`config.mk`:
```
export PLATFORM = sky130hd
export DESIGN_NAME = sam_decoder
export DESIGN_NICKNAME = d
export VERILOG_FILES = /design/src/sam_cfg_reg.v /design/src/sam_decoder.v
export VERILOG_INCLUDE_DIRS = /design/src
export SDC_FILE = /design/constraint.sdc
export NUM_CORES = 1
export LEC_CHECK = 0
export BUFFER_PORTS_ARGS = -buffer_cell sky130_fd_sc_hd__buf_2
export CAP_MARGIN = 10
export CORE_UTILIZATION = 45
export CTS_BUF_LIST = sky130_fd_sc_hd__clkbuf_16
export CTS_CLUSTER_DIAMETER = 60
export CTS_CLUSTER_SIZE = 20
export DETAILED_ROUTE_END_ITERATION = 8
export PLACE_DENSITY = 0.77
export SLEW_MARGIN = 40
export SYNTH_ARGS = -nofsm -noshare
export SYNTH_HDL_FRONTEND = slang
export SYNTH_SLANG_ARGS = --single-unit
```
`constraint.sdc`:
```
create_clock -name REF_CLK -period 3.08 [get_ports REF_CLK]
set_input_delay 0.462 -clock REF_CLK [delete_from_list [all_inputs] [get_ports REF_CLK]]
set_output_delay 0.462 -clock REF_CLK [all_outputs]
set_load 0.05 [all_outputs]
```
`src/sam_map.vh`:
```
// Address map, region codes and reset-time constants of the address decoder.
`ifndef SAM_MAP_VH
`define SAM_MAP_VH

// ----------------------------------------------------------------------
// Region bounds (24-bit physical byte addresses)
// ----------------------------------------------------------------------
`define SAM_ROM_BASE 24'h20_0000
`define SAM_ROM_LAST 24'h9F_FFFF
`define SAM_ROM_ZERO_LAST 24'h7F_FFFF
`define SAM_RAM_BASE 24'hC0_0000
`define SAM_RAM_LAST 24'hDF_FFFF
`define SAM_RAM_ZERO_LAST 24'h1F_FFFF
`define SAM_BFW_BASE 24'hF0_0000
`define SAM_BFW_LAST 24'hF7_FFFF
`define SAM_BFW_ZERO_LAST 24'h07_FFFF
`define SAM_IO_BASE 24'hF8_0000
`define SAM_IO8_LAST 24'hFB_FFFF
`define SAM_IO32_BASE 24'hFC_0000
`define SAM_IO_LAST 24'hFF_FFFF

// ----------------------------------------------------------------------
// I/O sub-blocks
// ----------------------------------------------------------------------
`define SAM_INTC_BASE 24'hFF_FF00
`define SAM_DMA_BASE 24'hFF_FE00
`define SAM_DMA_LAST 24'hFF_FEFF
`define SAM_CORE_BASE 24'hFF_FC00
`define SAM_CORE_LAST 24'hFF_FDFF
`define SAM_PERI_BASE 24'hF9_0000
`define SAM_PERI_LAST 24'hF9_07FF
`define SAM_CANR_BASE 24'hF8_1000
`define SAM_CANR_LAST 24'hF8_11FF
`define SAM_CANM_LAST 24'hF8_0FFF

// ----------------------------------------------------------------------
// Reserved words at address zero (byte offsets)
// ----------------------------------------------------------------------
`define SAM_VEC_LAST 24'h00_001F
`define SAM_CFG_OFS 24'h00_0020
`define SAM_LOCK_OFS 24'h00_0024
`define SAM_PIID_OFS 24'h00_0028
`define SAM_MFID_OFS 24'h00_002C
`define SAM_OPT_BASE 24'h00_0030
`define SAM_OPT_LAST 24'h00_005F
`define SAM_LOCK_KEY 32'h55AA_55AA

// ----------------------------------------------------------------------
// Target codes and zero-map selections
// ----------------------------------------------------------------------
`define SAM_T_NONE 4'h0
`define SAM_T_ROM 4'h1
`define SAM_T_RAM 4'h2
`define SAM_T_BFW 4'h3
`define SAM_T_INTC 4'h4
`define SAM_T_DMA 4'h5
`define SAM_T_CORE 4'h6
`define SAM_T_IO32 4'h7
`define SAM_T_PERI 4'h8
`define SAM_T_CANR 4'h9
`define SAM_T_CANM 4'hA
`define SAM_T_IO8 4'hB
`define SAM_Z_ROM 2'h0
`define SAM_Z_RAM 2'h1
`define SAM_Z_BFW 2'h2
`define SAM_Z_NONE 2'h3

// ----------------------------------------------------------------------
// Startup configuration word fields and wait states
// ----------------------------------------------------------------------
`define SAM_CW_ZSEL_LSB 0
`define SAM_CW_ROMREMAP 2
`define SAM_CW_DBGEN 3
`define SAM_BFW_CW 32'h0000_0002
`define SAM_ROM_WAIT 4'h2
`define SAM_IO16_WAIT 4'h2
`define SAM_IO8_WAIT 4'h3

`endif

```
`src/sam_cfg_reg.v`:
```
// Startup configuration register captured once per reset release.
`default_nettype none

module sam_cfg_reg (
	// Clock and reset
	input wire REF_CLK,
	input wire RESET,
	// Capture
	input wire load,
	input wire [31:0] word,
	// Held value
	output reg [31:0] value,
	output reg valid
);

	always @(posedge REF_CLK) begin
		if (RESET) begin
			value <= 32'h0000_0000;
			valid <= 1'b0;
		end else if (load && !valid) begin
			value <= word;
			valid <= 1'b1;
		end
	end

endmodule // sam_cfg_reg

`default_nettype wire

```
`src/sam_decoder.v`:
```
// Physical address decoder with boot map selection and debug lock.
`default_nettype none
`include "sam_map.vh"

module sam_decoder (
	// Clock and reset
	input wire REF_CLK,
	input wire RESET,
	// Straps
	input wire SECONDARY_TEST_STRAP,
	input wire TEST_STRAP,
	// Processor bus request
	input wire REQ,
	input wire [23:0] ADDR,
	input wire [1:0] SIZE,
	input wire WRITE,
	// Read data from the selected memory
	input wire [31:0] RDATA_IN,
	// Fixed configuration words of the boot memories
	input wire [31:0] ROM_CFG_WORD,
	input wire [31:0] ROM_LOCK_WORD,
	input wire [31:0] BFW_CFG_WORD,
	// Decoded access
	output reg [3:0] TARGET,
	output reg [23:0] LOCAL_ADDR,
	output reg [3:0] WAIT_STATES,
	output reg [5:0] BUS_WIDTH,
	output reg SYNC_BUS,
	output reg SEL_VALID,
	output reg ACCESS_FAULT,
	output reg RESERVED_HIT,
	output reg VECTOR_HIT,
	// Boot state
	output reg [1:0] ZERO_MAP,
	output reg CFG_VALID,
	output reg DEBUG_ENABLE,
	output reg [31:0] STARTUP_CFG,
	output reg [15:0] PROGRAM_IMAGE_ID
);

	// ------------------------------------------------------------------
	// Startup configuration capture
	// ------------------------------------------------------------------
	reg strap_hi;
	reg strap_lo;
	reg booting;
	wire [31:0] cfg_value;
	wire cfg_held;
	wire [31:0] src_word;

	// Straps are sampled in the first cycle after release.
	always @(posedge REF_CLK) begin
		if (RESET) begin
			strap_hi <= 1'b0;
			strap_lo <= 1'b0;
			booting <= 1'b1;
		end else if (booting) begin
			strap_hi <= SECONDARY_TEST_STRAP;
			strap_lo <= TEST_STRAP;
			booting <= 1'b0;
		end
	end

	assign src_word = strap_hi ? BFW_CFG_WORD : ROM_CFG_WORD;

	// The register keeps the first word it takes until the next reset.
	sam_cfg_reg u_cfg (
		.REF_CLK(REF_CLK),
		.RESET(RESET),
		.load(!booting),
		.word(src_word),
		.value(cfg_value),
		.valid(cfg_held)
	);

	// ------------------------------------------------------------------
	// Zero map and debug port
	// ------------------------------------------------------------------
	wire [1:0] zsel;
	wire rom_remap;
	wire lock_set;
	reg [1:0] next_zero_map;

	assign zsel = cfg_value[`SAM_CW_ZSEL_LSB+1:`SAM_CW_ZSEL_LSB];
	assign rom_remap = cfg_held && cfg_value[`SAM_CW_ROMREMAP];
	// Erased flash reads all ones, which leaves the port open.
	assign lock_set = (ROM_LOCK_WORD == `SAM_LOCK_KEY);

	// Before the register is loaded ROM or boot firmware sits at zero.
	always @* begin
		if (!cfg_held) begin
			next_zero_map = SECONDARY_TEST_STRAP ? `SAM_Z_BFW : `SAM_Z_ROM;
		end else begin
			next_zero_map = zsel;
		end
	end

	// ------------------------------------------------------------------
	// Debug port gate
	// ------------------------------------------------------------------
	reg next_debug;

	// The port stays shut until the word is held; a firmware boot
	// follows the firmware word rather than the lock vector.
	always @* begin
		if (!cfg_held) begin
			next_debug = 1'b0;
		end else if (strap_hi) begin
			next_debug = cfg_value[`SAM_CW_DBGEN];
		end else if (!strap_lo) begin
			next_debug = !lock_set;
		end else begin
			next_debug = 1'b0;
		end
	end

	always @(posedge REF_CLK) begin
		if (RESET) begin
			ZERO_MAP <= `SAM_Z_ROM;
			CFG_VALID <= 1'b0;
			DEBUG_ENABLE <= 1'b0;
			STARTUP_CFG <= 32'h0000_0000;
		end else begin
			ZERO_MAP <= next_zero_map;
			CFG_VALID <= cfg_held;
			STARTUP_CFG <= cfg_value;
			DEBUG_ENABLE <= next_debug;
		end
	end

	// ------------------------------------------------------------------
	// Address decode
	// ------------------------------------------------------------------
	reg [3:0] next_target;
	reg [23:0] next_local;
	reg [3:0] next_wait;
	reg [5:0] next_width;
	reg next_sync;
	reg next_fault;
	reg next_res;
	reg next_vec;
	reg zero_hit;

	// Decode is combinational; the request is registered further down.
	always @* begin
		next_target = `SAM_T_NONE;
		next_local = 24'h00_0000;
		next_wait = 4'h0;
		next_width = 6'd32;
		next_sync = 1'b0;
		next_fault = 1'b0;
		next_res = 1'b0;
		next_vec = 1'b0;
		zero_hit = 1'b0;
		// The zero window is tested first, so a remapped ROM keeps
		// its whole span there, its home overlap included.
		if (ZERO_MAP == `SAM_Z_ROM &&
			ADDR <= `SAM_ROM_ZERO_LAST) begin
			zero_hit = 1'b1;
			next_target = `SAM_T_ROM;
			next_local = ADDR;
			next_wait = `SAM_ROM_WAIT;
			next_width = 6'd16;
		end else if (ZERO_MAP == `SAM_Z_RAM &&
			ADDR <= `SAM_RAM_ZERO_LAST) begin
			zero_hit = 1'b1;
			next_target = `SAM_T_RAM;
			next_local = ADDR;
		end else if (ZERO_MAP == `SAM_Z_BFW &&
			ADDR <= `SAM_BFW_ZERO_LAST) begin
			zero_hit = 1'b1;
			next_target = `SAM_T_BFW;
			next_local = ADDR;
		end else if (ADDR >= `SAM_ROM_BASE && ADDR <= `SAM_ROM_LAST) begin
			if (!(rom_remap && ZERO_MAP == `SAM_Z_ROM)) begin
				next_target = `SAM_T_ROM;
				next_local = ADDR - `SAM_ROM_BASE;
				next_wait = `SAM_ROM_WAIT;
				next_width = 6'd16;
			end
		end else if (ADDR >= `SAM_RAM_BASE && ADDR <= `SAM_RAM_LAST) begin
			// Reset leaves the RAM itself alone,
			// so its contents survive it.
			next_target = `SAM_T_RAM;
			next_local = ADDR - `SAM_RAM_BASE;
		end else if (ADDR >= `SAM_BFW_BASE && ADDR <= `SAM_BFW_LAST) begin
			next_target = `SAM_T_BFW;
			next_local = ADDR - `SAM_BFW_BASE;
		end else if (ADDR >= `SAM_IO32_BASE) begin
			next_width = 6'd32;
			if (ADDR >= `SAM_INTC_BASE) begin
				next_target = `SAM_T_INTC;
				next_local = ADDR - `SAM_INTC_BASE;
			end else if (ADDR >= `SAM_DMA_BASE) begin
				next_target = `SAM_T_DMA;
				next_local = ADDR - `SAM_DMA_BASE;
			end else if (ADDR >= `SAM_CORE_BASE) begin
				next_target = `SAM_T_CORE;
				next_local = ADDR - `SAM_CORE_BASE;
			end else begin
				next_target = `SAM_T_IO32;
				next_local = ADDR - `SAM_IO32_BASE;
			end
		end else if (ADDR >= `SAM_IO_BASE) begin
			next_width = 6'd8;
			next_sync = 1'b1;
			next_wait = `SAM_IO8_WAIT;
			// Wider accesses do not fit the byte bus.
			next_fault = (SIZE != 2'b00);
			if (ADDR >= `SAM_PERI_BASE && ADDR <= `SAM_PERI_LAST) begin
				next_target = `SAM_T_PERI;
				next_local = ADDR - `SAM_PERI_BASE;
			end else if (ADDR >= `SAM_CANR_BASE &&
				ADDR <= `SAM_CANR_LAST) begin
				next_target = `SAM_T_CANR;
				next_local = ADDR - `SAM_CANR_BASE;
			end else if (ADDR <= `SAM_CANM_LAST) begin
				next_target = `SAM_T_CANM;
				next_local = ADDR - `SAM_IO_BASE;
			end else begin
				next_target = `SAM_T_IO8;
				next_local = ADDR - `SAM_IO_BASE;
			end
		end
		// Holes between regions select nothing and count as faults.
		if (next_target == `SAM_T_NONE) begin
			next_fault = 1'b1;
		end
		// Vector words matter for any memory at zero; reserved words only for ROM or firmware there.
		next_vec = zero_hit && ADDR <= `SAM_VEC_LAST;
		next_res = zero_hit && ZERO_MAP != `SAM_Z_RAM &&
			ADDR >= `SAM_CFG_OFS && ADDR <= `SAM_OPT_LAST;
	end

	// ------------------------------------------------------------------
	// Registered decode outputs
	// ------------------------------------------------------------------
	always @(posedge REF_CLK) begin
		if (RESET) begin
			TARGET <= `SAM_T_NONE;
			LOCAL_ADDR <= 24'h00_0000;
			WAIT_STATES <= 4'h0;
			BUS_WIDTH <= 6'd32;
			SYNC_BUS <= 1'b0;
			SEL_VALID <= 1'b0;
			ACCESS_FAULT <= 1'b0;
			RESERVED_HIT <= 1'b0;
			VECTOR_HIT <= 1'b0;
		end else begin
			TARGET <= REQ ? next_target : `SAM_T_NONE;
			LOCAL_ADDR <= REQ ? next_local : 24'h00_0000;
			WAIT_STATES <= REQ ? next_wait : 4'h0;
			BUS_WIDTH <= next_width;
			SYNC_BUS <= REQ && next_sync;
			SEL_VALID <= REQ && !next_fault;
			ACCESS_FAULT <= REQ && next_fault;
			RESERVED_HIT <= REQ && next_res;
			VECTOR_HIT <= REQ && next_vec;
		end
	end

	// ------------------------------------------------------------------
	// Program image identifier snoop
	// ------------------------------------------------------------------
	wire id_read;

	// Only a read of the identifier half-word with a boot memory at
	// zero is kept; the value is for outside equipment alone.
	assign id_read = REQ && next_res && !WRITE &&
		{ADDR[23:1], 1'b0} == `SAM_PIID_OFS;

	always @(posedge REF_CLK) begin
		if (RESET) begin
			PROGRAM_IMAGE_ID <= 16'h0000;
		end else if (id_read) begin
			PROGRAM_IMAGE_ID <= RDATA_IN[15:0];
		end
	end

endmodule // sam_decoder

`default_nettype wire

```
-- Word level (Yosys, flattened, before mapping)
Index checks and enable logic that the tools add are counted.
- flip-flop bits (word level): 131
- input port bits: 160
- word-level logic and storage cells: 167
- $add $sub $neg: 10
- $lt $le $gt $ge: 22
- equal/unequal tests: 5
- mux-type cells: 73
- bitwise gates (word level): 2
- reduce and logical (&&, ||, !) cells: 34
- operators with widths (cell ; count):
    $mux W24 ; 14
    $ge A24 B24 Y1 const B ; 9
    $sub A24 B24 Y24 const B ; 9
    $le A24 B24 Y1 const B ; 6
    $mux W6 ; 9
    $eq A32 B31 Y1 const B ; 1
    $mux W32 ; 1
    $mux W4 ; 8
    $mux W2 ; 15
    $mux W1 ; 26
    $ge A24 B22 Y1 const B ; 1
    $ge A24 B6 Y1 const B ; 1
    $le A24 B19 Y1 const B ; 1
    $le A24 B21 Y1 const B ; 1
    $le A24 B23 Y1 const B ; 1
    $le A24 B5 Y1 const B ; 1
    $le A24 B7 Y1 const B ; 1
    $sub A24 B22 Y24 const B ; 1
    $eq A23 B5 Y1 const B ; 1
    $logic_and A1 B1 Y1 ; 22
    $logic_not A1 Y1 ; 5
    $reduce_or A5 Y1 ; 1
    $logic_not A4 Y1 ; 1
    $reduce_or A2 Y1 ; 2
    7 further kinds ; 8

-- Logic depth before layout (Yosys ltp)
- word-level depth: 16
- gate-level depth with buffers: 13
- mapped depth without buffers: 10

-- Modules after synthesis
Synthesis repeated with hierarchy kept, for this count alone.
- cell total of the unflattened synthesis: 835
- area total of the unflattened synthesis: 7279.5 um2
- by module, submodules not included (module ; times used ; cells each ; area each (um2) ; seq. area each (um2)):
    sam_decoder ; 1 ; 687 ; 5780.5 ; 1861.8
    sam_cfg_reg ; 1 ; 148 ; 1498.9 ; 660.6

-- Worst setup path before layout
OpenSTA, ideal clock, no wires.
- path type: input to register
- start: input port ADDR[17]
- end: register LOCAL_ADDR[15]
- arrival time: 3.078 ns
- data required time: 2.963 ns
- setup slack: -0.115 ns
- stages on the path: 11
- path buffers: 2
- cells stage by stage: clkbuf_1 inv_1 ha_1 nor3b_1 nand4_1 o311ai_0 nand2_1 and2_1 clkbuf_1 a221o_1 a32o_1
- word-level cells in the longest chain between the ends: 12
- ends and longest elaborated chain (element ; RTL line ; text):
    from (decl) ; sam_decoder.v:14 ; input wire [23:0] ADDR,
    $ge A24 B24 Y1 (no source line) / $le A24 B24 Y1 (equally long branches) ; n/a ;
    $logic_and A1 B1 Y1 (no source line) ; n/a ;
    $mux W24 ; sam_decoder.v:213 ; end else if (ADDR >= `SAM_CANR_BASE &&
    $mux W24 ; sam_decoder.v:210 ; if (ADDR >= `SAM_PERI_BASE && ADDR <= `SAM_PERI_LAST) begin
    $mux W24 ; sam_decoder.v:204 ; end else if (ADDR >= `SAM_IO_BASE) begin
    $mux W24 ; sam_decoder.v:189 ; end else if (ADDR >= `SAM_IO32_BASE) begin
    $mux W24 ; sam_decoder.v:186 ; end else if (ADDR >= `SAM_BFW_BASE && ADDR <= `SAM_BFW_LAST) begin
    $mux W24 ; sam_decoder.v:181 ; end else if (ADDR >= `SAM_RAM_BASE && ADDR <= `SAM_RAM_LAST) begin
    $mux W24 ; sam_decoder.v:174 ; end else if (ADDR >= `SAM_ROM_BASE && ADDR <= `SAM_ROM_LAST) begin
    $mux W24 ; sam_decoder.v:169 ; end else if (ZERO_MAP == `SAM_Z_BFW &&
    $mux W24 ; sam_decoder.v:164 ; end else if (ZERO_MAP == `SAM_Z_RAM &&
    $mux W24 (*) ; sam_decoder.v:157 ; if (ZERO_MAP == `SAM_Z_ROM &&
    to (signal assigned) ; sam_decoder.v:251 ; LOCAL_ADDR <= REQ ? next_local : 24'h00_0000;
    to (decl) ; sam_decoder.v:25 ; output reg [23:0] LOCAL_ADDR,
Every way passes the cells marked *; elsewhere a longest branch is shown, timed or not.
A chain may end at the register's enable or synchronous reset.

-- Final worst setup path
- start: input port ADDR[16]
- end: register LOCAL_ADDR[0]
Same word-level chain as after synthesis.

==> impl_metrics.toml <==
[critical_path]
crit_path_end_kind = "flop"
cp.arrival_ns = 3.19
path_common_cell = "buf_4"
critPathMaxStageDelay_ns = 0.34
cp-start-kind = "primary input"
cp_max_fo = 8
cp.required_ns = 3.38
path_cells = "buf_2 -> inv_1 -> ha_1 -> nor3b_2 -> nand4_1 -> buf_4 -> o31a_1 -> o21a_1 -> nand2_1 -> nor2_1 -> nand4b_1 -> buf_4 -> and3_1"
critical_path.slowest_cell = "o31a_1"
worstRegToRegCells = 9
path_class = "primary input to flop"

[timing]
hold_violations = 0
period_share_pct = 93.61
fin_crit_ns = 2.883
drv_slew = 0
tns_ns = 0
max_slew_margin_pct = 55.35
rsz0062_at_grt = "false"
worst_pin_slew_ns = 0.6682
max_freq_mhz = 346.8
skew_ns = 0.007518
setup_viol = 0

[floorplan]
die_h_um = 125.3
io_pins = 255
initial_core_util_pct = 46.58
dieWidth_um = 125.3
core_area_mm2 = 0.01470
die_area_mm2 = 0.01571
num_rows = 44

[yosys]
synth_async_sr_flop_share_pct = 0
synth_area_mm2 = 0.006847
ys_ff_latch = 126
synthFlopType = "dfxtp_1"
synth-edff-count = 0
yosysUniqueCellTypes = 79
synthCells = 797
yosysSeqAreaShare_pct = 36.84
ys_warn_count = 0
syn_area_per_cell_um2 = 8.590

[hold_path]
min_path_cells = 3
hold_path_class = "primary input to flop"

[run_status]
violations = "DRC"
status = "complete, but fails checks"

[clocking]
clk_latency_ns = 0.42
cts.clk_slew.worst_paths_ns = 0.06
numClockSinks = 126
clockRootBuffer = "clkbuf_16"
cts_max_level = 4
numCtsBuffers = 17
ctsHoldBuffers = 0
clk_path_buf_depth = 2
cts_tree = "done"

[finish]
drive_gt1_share_pct = 38.62
layout_commonest_cell = "buf_2"
final_nets = 1370
fill_cells = 1209
diodes = 0
finalNonFillerCells = 1370
utilization_pct = 68.11
regArea_mm2 = 0.002526
area_growth_pct = 46.22
multi_input_area_mm2 = 0.004004
final_cell_mix = "233 x buf_2, 177 x buf_4, 125 x dfxtp_1"

[global_routing]
grt_pass1_vias = 7310
grt_pass1_wl_mm = 38.76
antenna_found_initial = 0
overflow = 0
track_usage_pct = 32.07
grt_max_degree = 91

[power]
power_uw = 4751
p_leak_uw = 0.004916
powerDensity_mw_per_mm2 = 474.6
peakVddDrop_v = 0.0003791

[placed_design]
dpl.cell_count = 1340
numPortBuffers = 233
hpwl_mm = 19.74
gp_congestion = 0.9940

[flow_run]
drv_cap = 0

[route]
wire_per_inst_um = 18.26
via_count = 7603
ant_nets = 0
drc_errors = 10
routed_wl_mm = 25.02
drt_iter0_drc = 703
dr.pass1.iters = 8
vias_per_cell = 5.550
## cells in the mapped netlist, types with 3 or more instances
| cell type | n | area, um^2 |
|---|---|---|
| or3_1 | 5 | 31.28 |
| buf_2 | 3 | 15.01 |
| a211o_1 | 3 | 26.28 |
| clkbuf_1 | 43 | 161.4 |
| nor2_1 | 91 | 341.6 |
| nand2_1 | 36 | 135.1 |
| o2111ai_1 | 3 | 26.28 |
| nor2b_1 | 36 | 225.2 |
| a31oi_1 | 8 | 50.05 |
| a21o_1 | 3 | 22.52 |
| nand2b_1 | 4 | 25.02 |
| a311o_1 | 3 | 30.03 |
| a211oi_1 | 41 | 307.8 |
| nor4bb_1 | 8 | 80.08 |
| nor4_1 | 6 | 37.54 |
| o21a_1 | 5 | 37.54 |
| o211a_1 | 3 | 30.03 |
| o221ai_1 | 4 | 35.03 |
| buf_4 | 5 | 37.54 |
| mux2i_1 | 52 | 520.5 |
| and4_1 | 7 | 61.31 |
| and2_1 | 10 | 62.56 |
| o31a_1 | 3 | 26.28 |
| inv_1 | 28 | 105.1 |
| nand3_1 | 20 | 100.1 |
| a22oi_1 | 4 | 30.03 |
| buf_1 | 6 | 22.52 |
| and3_1 | 16 | 100.1 |
| dfxtp_1 | 126 | 2522 |
| a21oi_1 | 28 | 140.1 |
| or4_1 | 4 | 30.03 |
| o31ai_1 | 11 | 82.58 |
| o21ai_0 | 31 | 155.2 |
| nor3_1 | 30 | 150.1 |
| nand4_1 | 17 | 106.4 |
| a221oi_1 | 3 | 26.28 |
| ha_1 | 35 | 437.9 |
## power by group
group	leakage, uW	switching (uW)	internal (uW)	total, uW
Clock	0.000297	747	1340	2080
Combinational	0.00359	548	362	910
Sequential	0.00103	43.6	1710	1760
## per-layer routing
| layer | wire, um | global-route usage [%] | up-vias |
|---|---|---|---|
| met5 | 0 | 0 | - |
| met4 | 587 | 12.20 | 0 |
| met3 | 1692 | 4.835 | 45 |
| met2 | 12240 | 56.03 | 360 |
| met1 | 10490 | 39.75 | 3529 |
| li1 | - | - | 3669 |
## sequential cells by signal, summed over array words and instances (netlist names), 2 cells and up
signal            cells
STARTUP_CFG          32
u_cfg.value          32
LOCAL_ADDR           24
PROGRAM_IMAGE_ID     16
TARGET                4
BUS_WIDTH             3
WAIT_STATES           2
ZERO_MAP              2
## what timing repair did
action	in CTS	in global routing
buffers inserted	0	0
endpoints found under the setup margin	0	2
gates resized for setup	0	1
## logic make-up after synthesis
logic type	count (synthesis)	synth area share [%]
and+or+nand+nor	311	24.63
other	1	0.05477
adders and majority gates	35	6.396
buffers and inverters	86	5.153
xor gates and xnor gates	2	0.2559
DFF	126	36.84
muxes	53	7.767
AOI/OAI and AO/OA	183	18.90
## through the flow
step           worst slack (ns)  area, um^2  hold slack [ns]
2_1_floorplan           0.02120        6868           0.4388
5_1_grt                 0.07539       10010           0.2905
3_5_place_dp            -0.1786        9403           0.4542
3_3_place_gp            -0.1525        9400           0.4441
6_report                 0.1968       10010           0.2757
4_1_cts                  0.2640       10000           0.2664
## path summary, 6_finish.rpt
path / startpoint / to / slack (ns)
worst max-delay path: ADDR[16] / LOCAL_ADDR[0]$_SDFF_PP0_ / 0.20
worst min-delay path: RDATA_IN[8] / PROGRAM_IMAGE_ID[8]$_SDFFE_PP0P_ / 0.28
worst max register to register: ZERO_MAP[0]$_SDFF_PP0_ / LOCAL_ADDR[0]$_SDFF_PP0_ / 0.77
worst min register to register: u_cfg.value[29]$_SDFFE_PP0P_ / STARTUP_CFG[29]$_SDFF_PP0_ / 0.46
## layout make-up
class / count / area share [%]
timing repair buffer: 413 / 25.43
sequential: 126 / 25.23
tap: 184 / 2.300
multi-input combinational: 589 / 39.99
inverter: 28 / 1.050
clock buffer: 17 / 4.249
clock inverter: 13 / 1.737
## worst max-delay path: cells and delay by family
family | cells | cell delay [ns]
compound gates | 2 | 0.66
fa+ha+maj | 1 | 0.16
buf+inv | 4 | 0.63
simple gates | 6 | 1.27
Power figures use the tool's default switching activity.
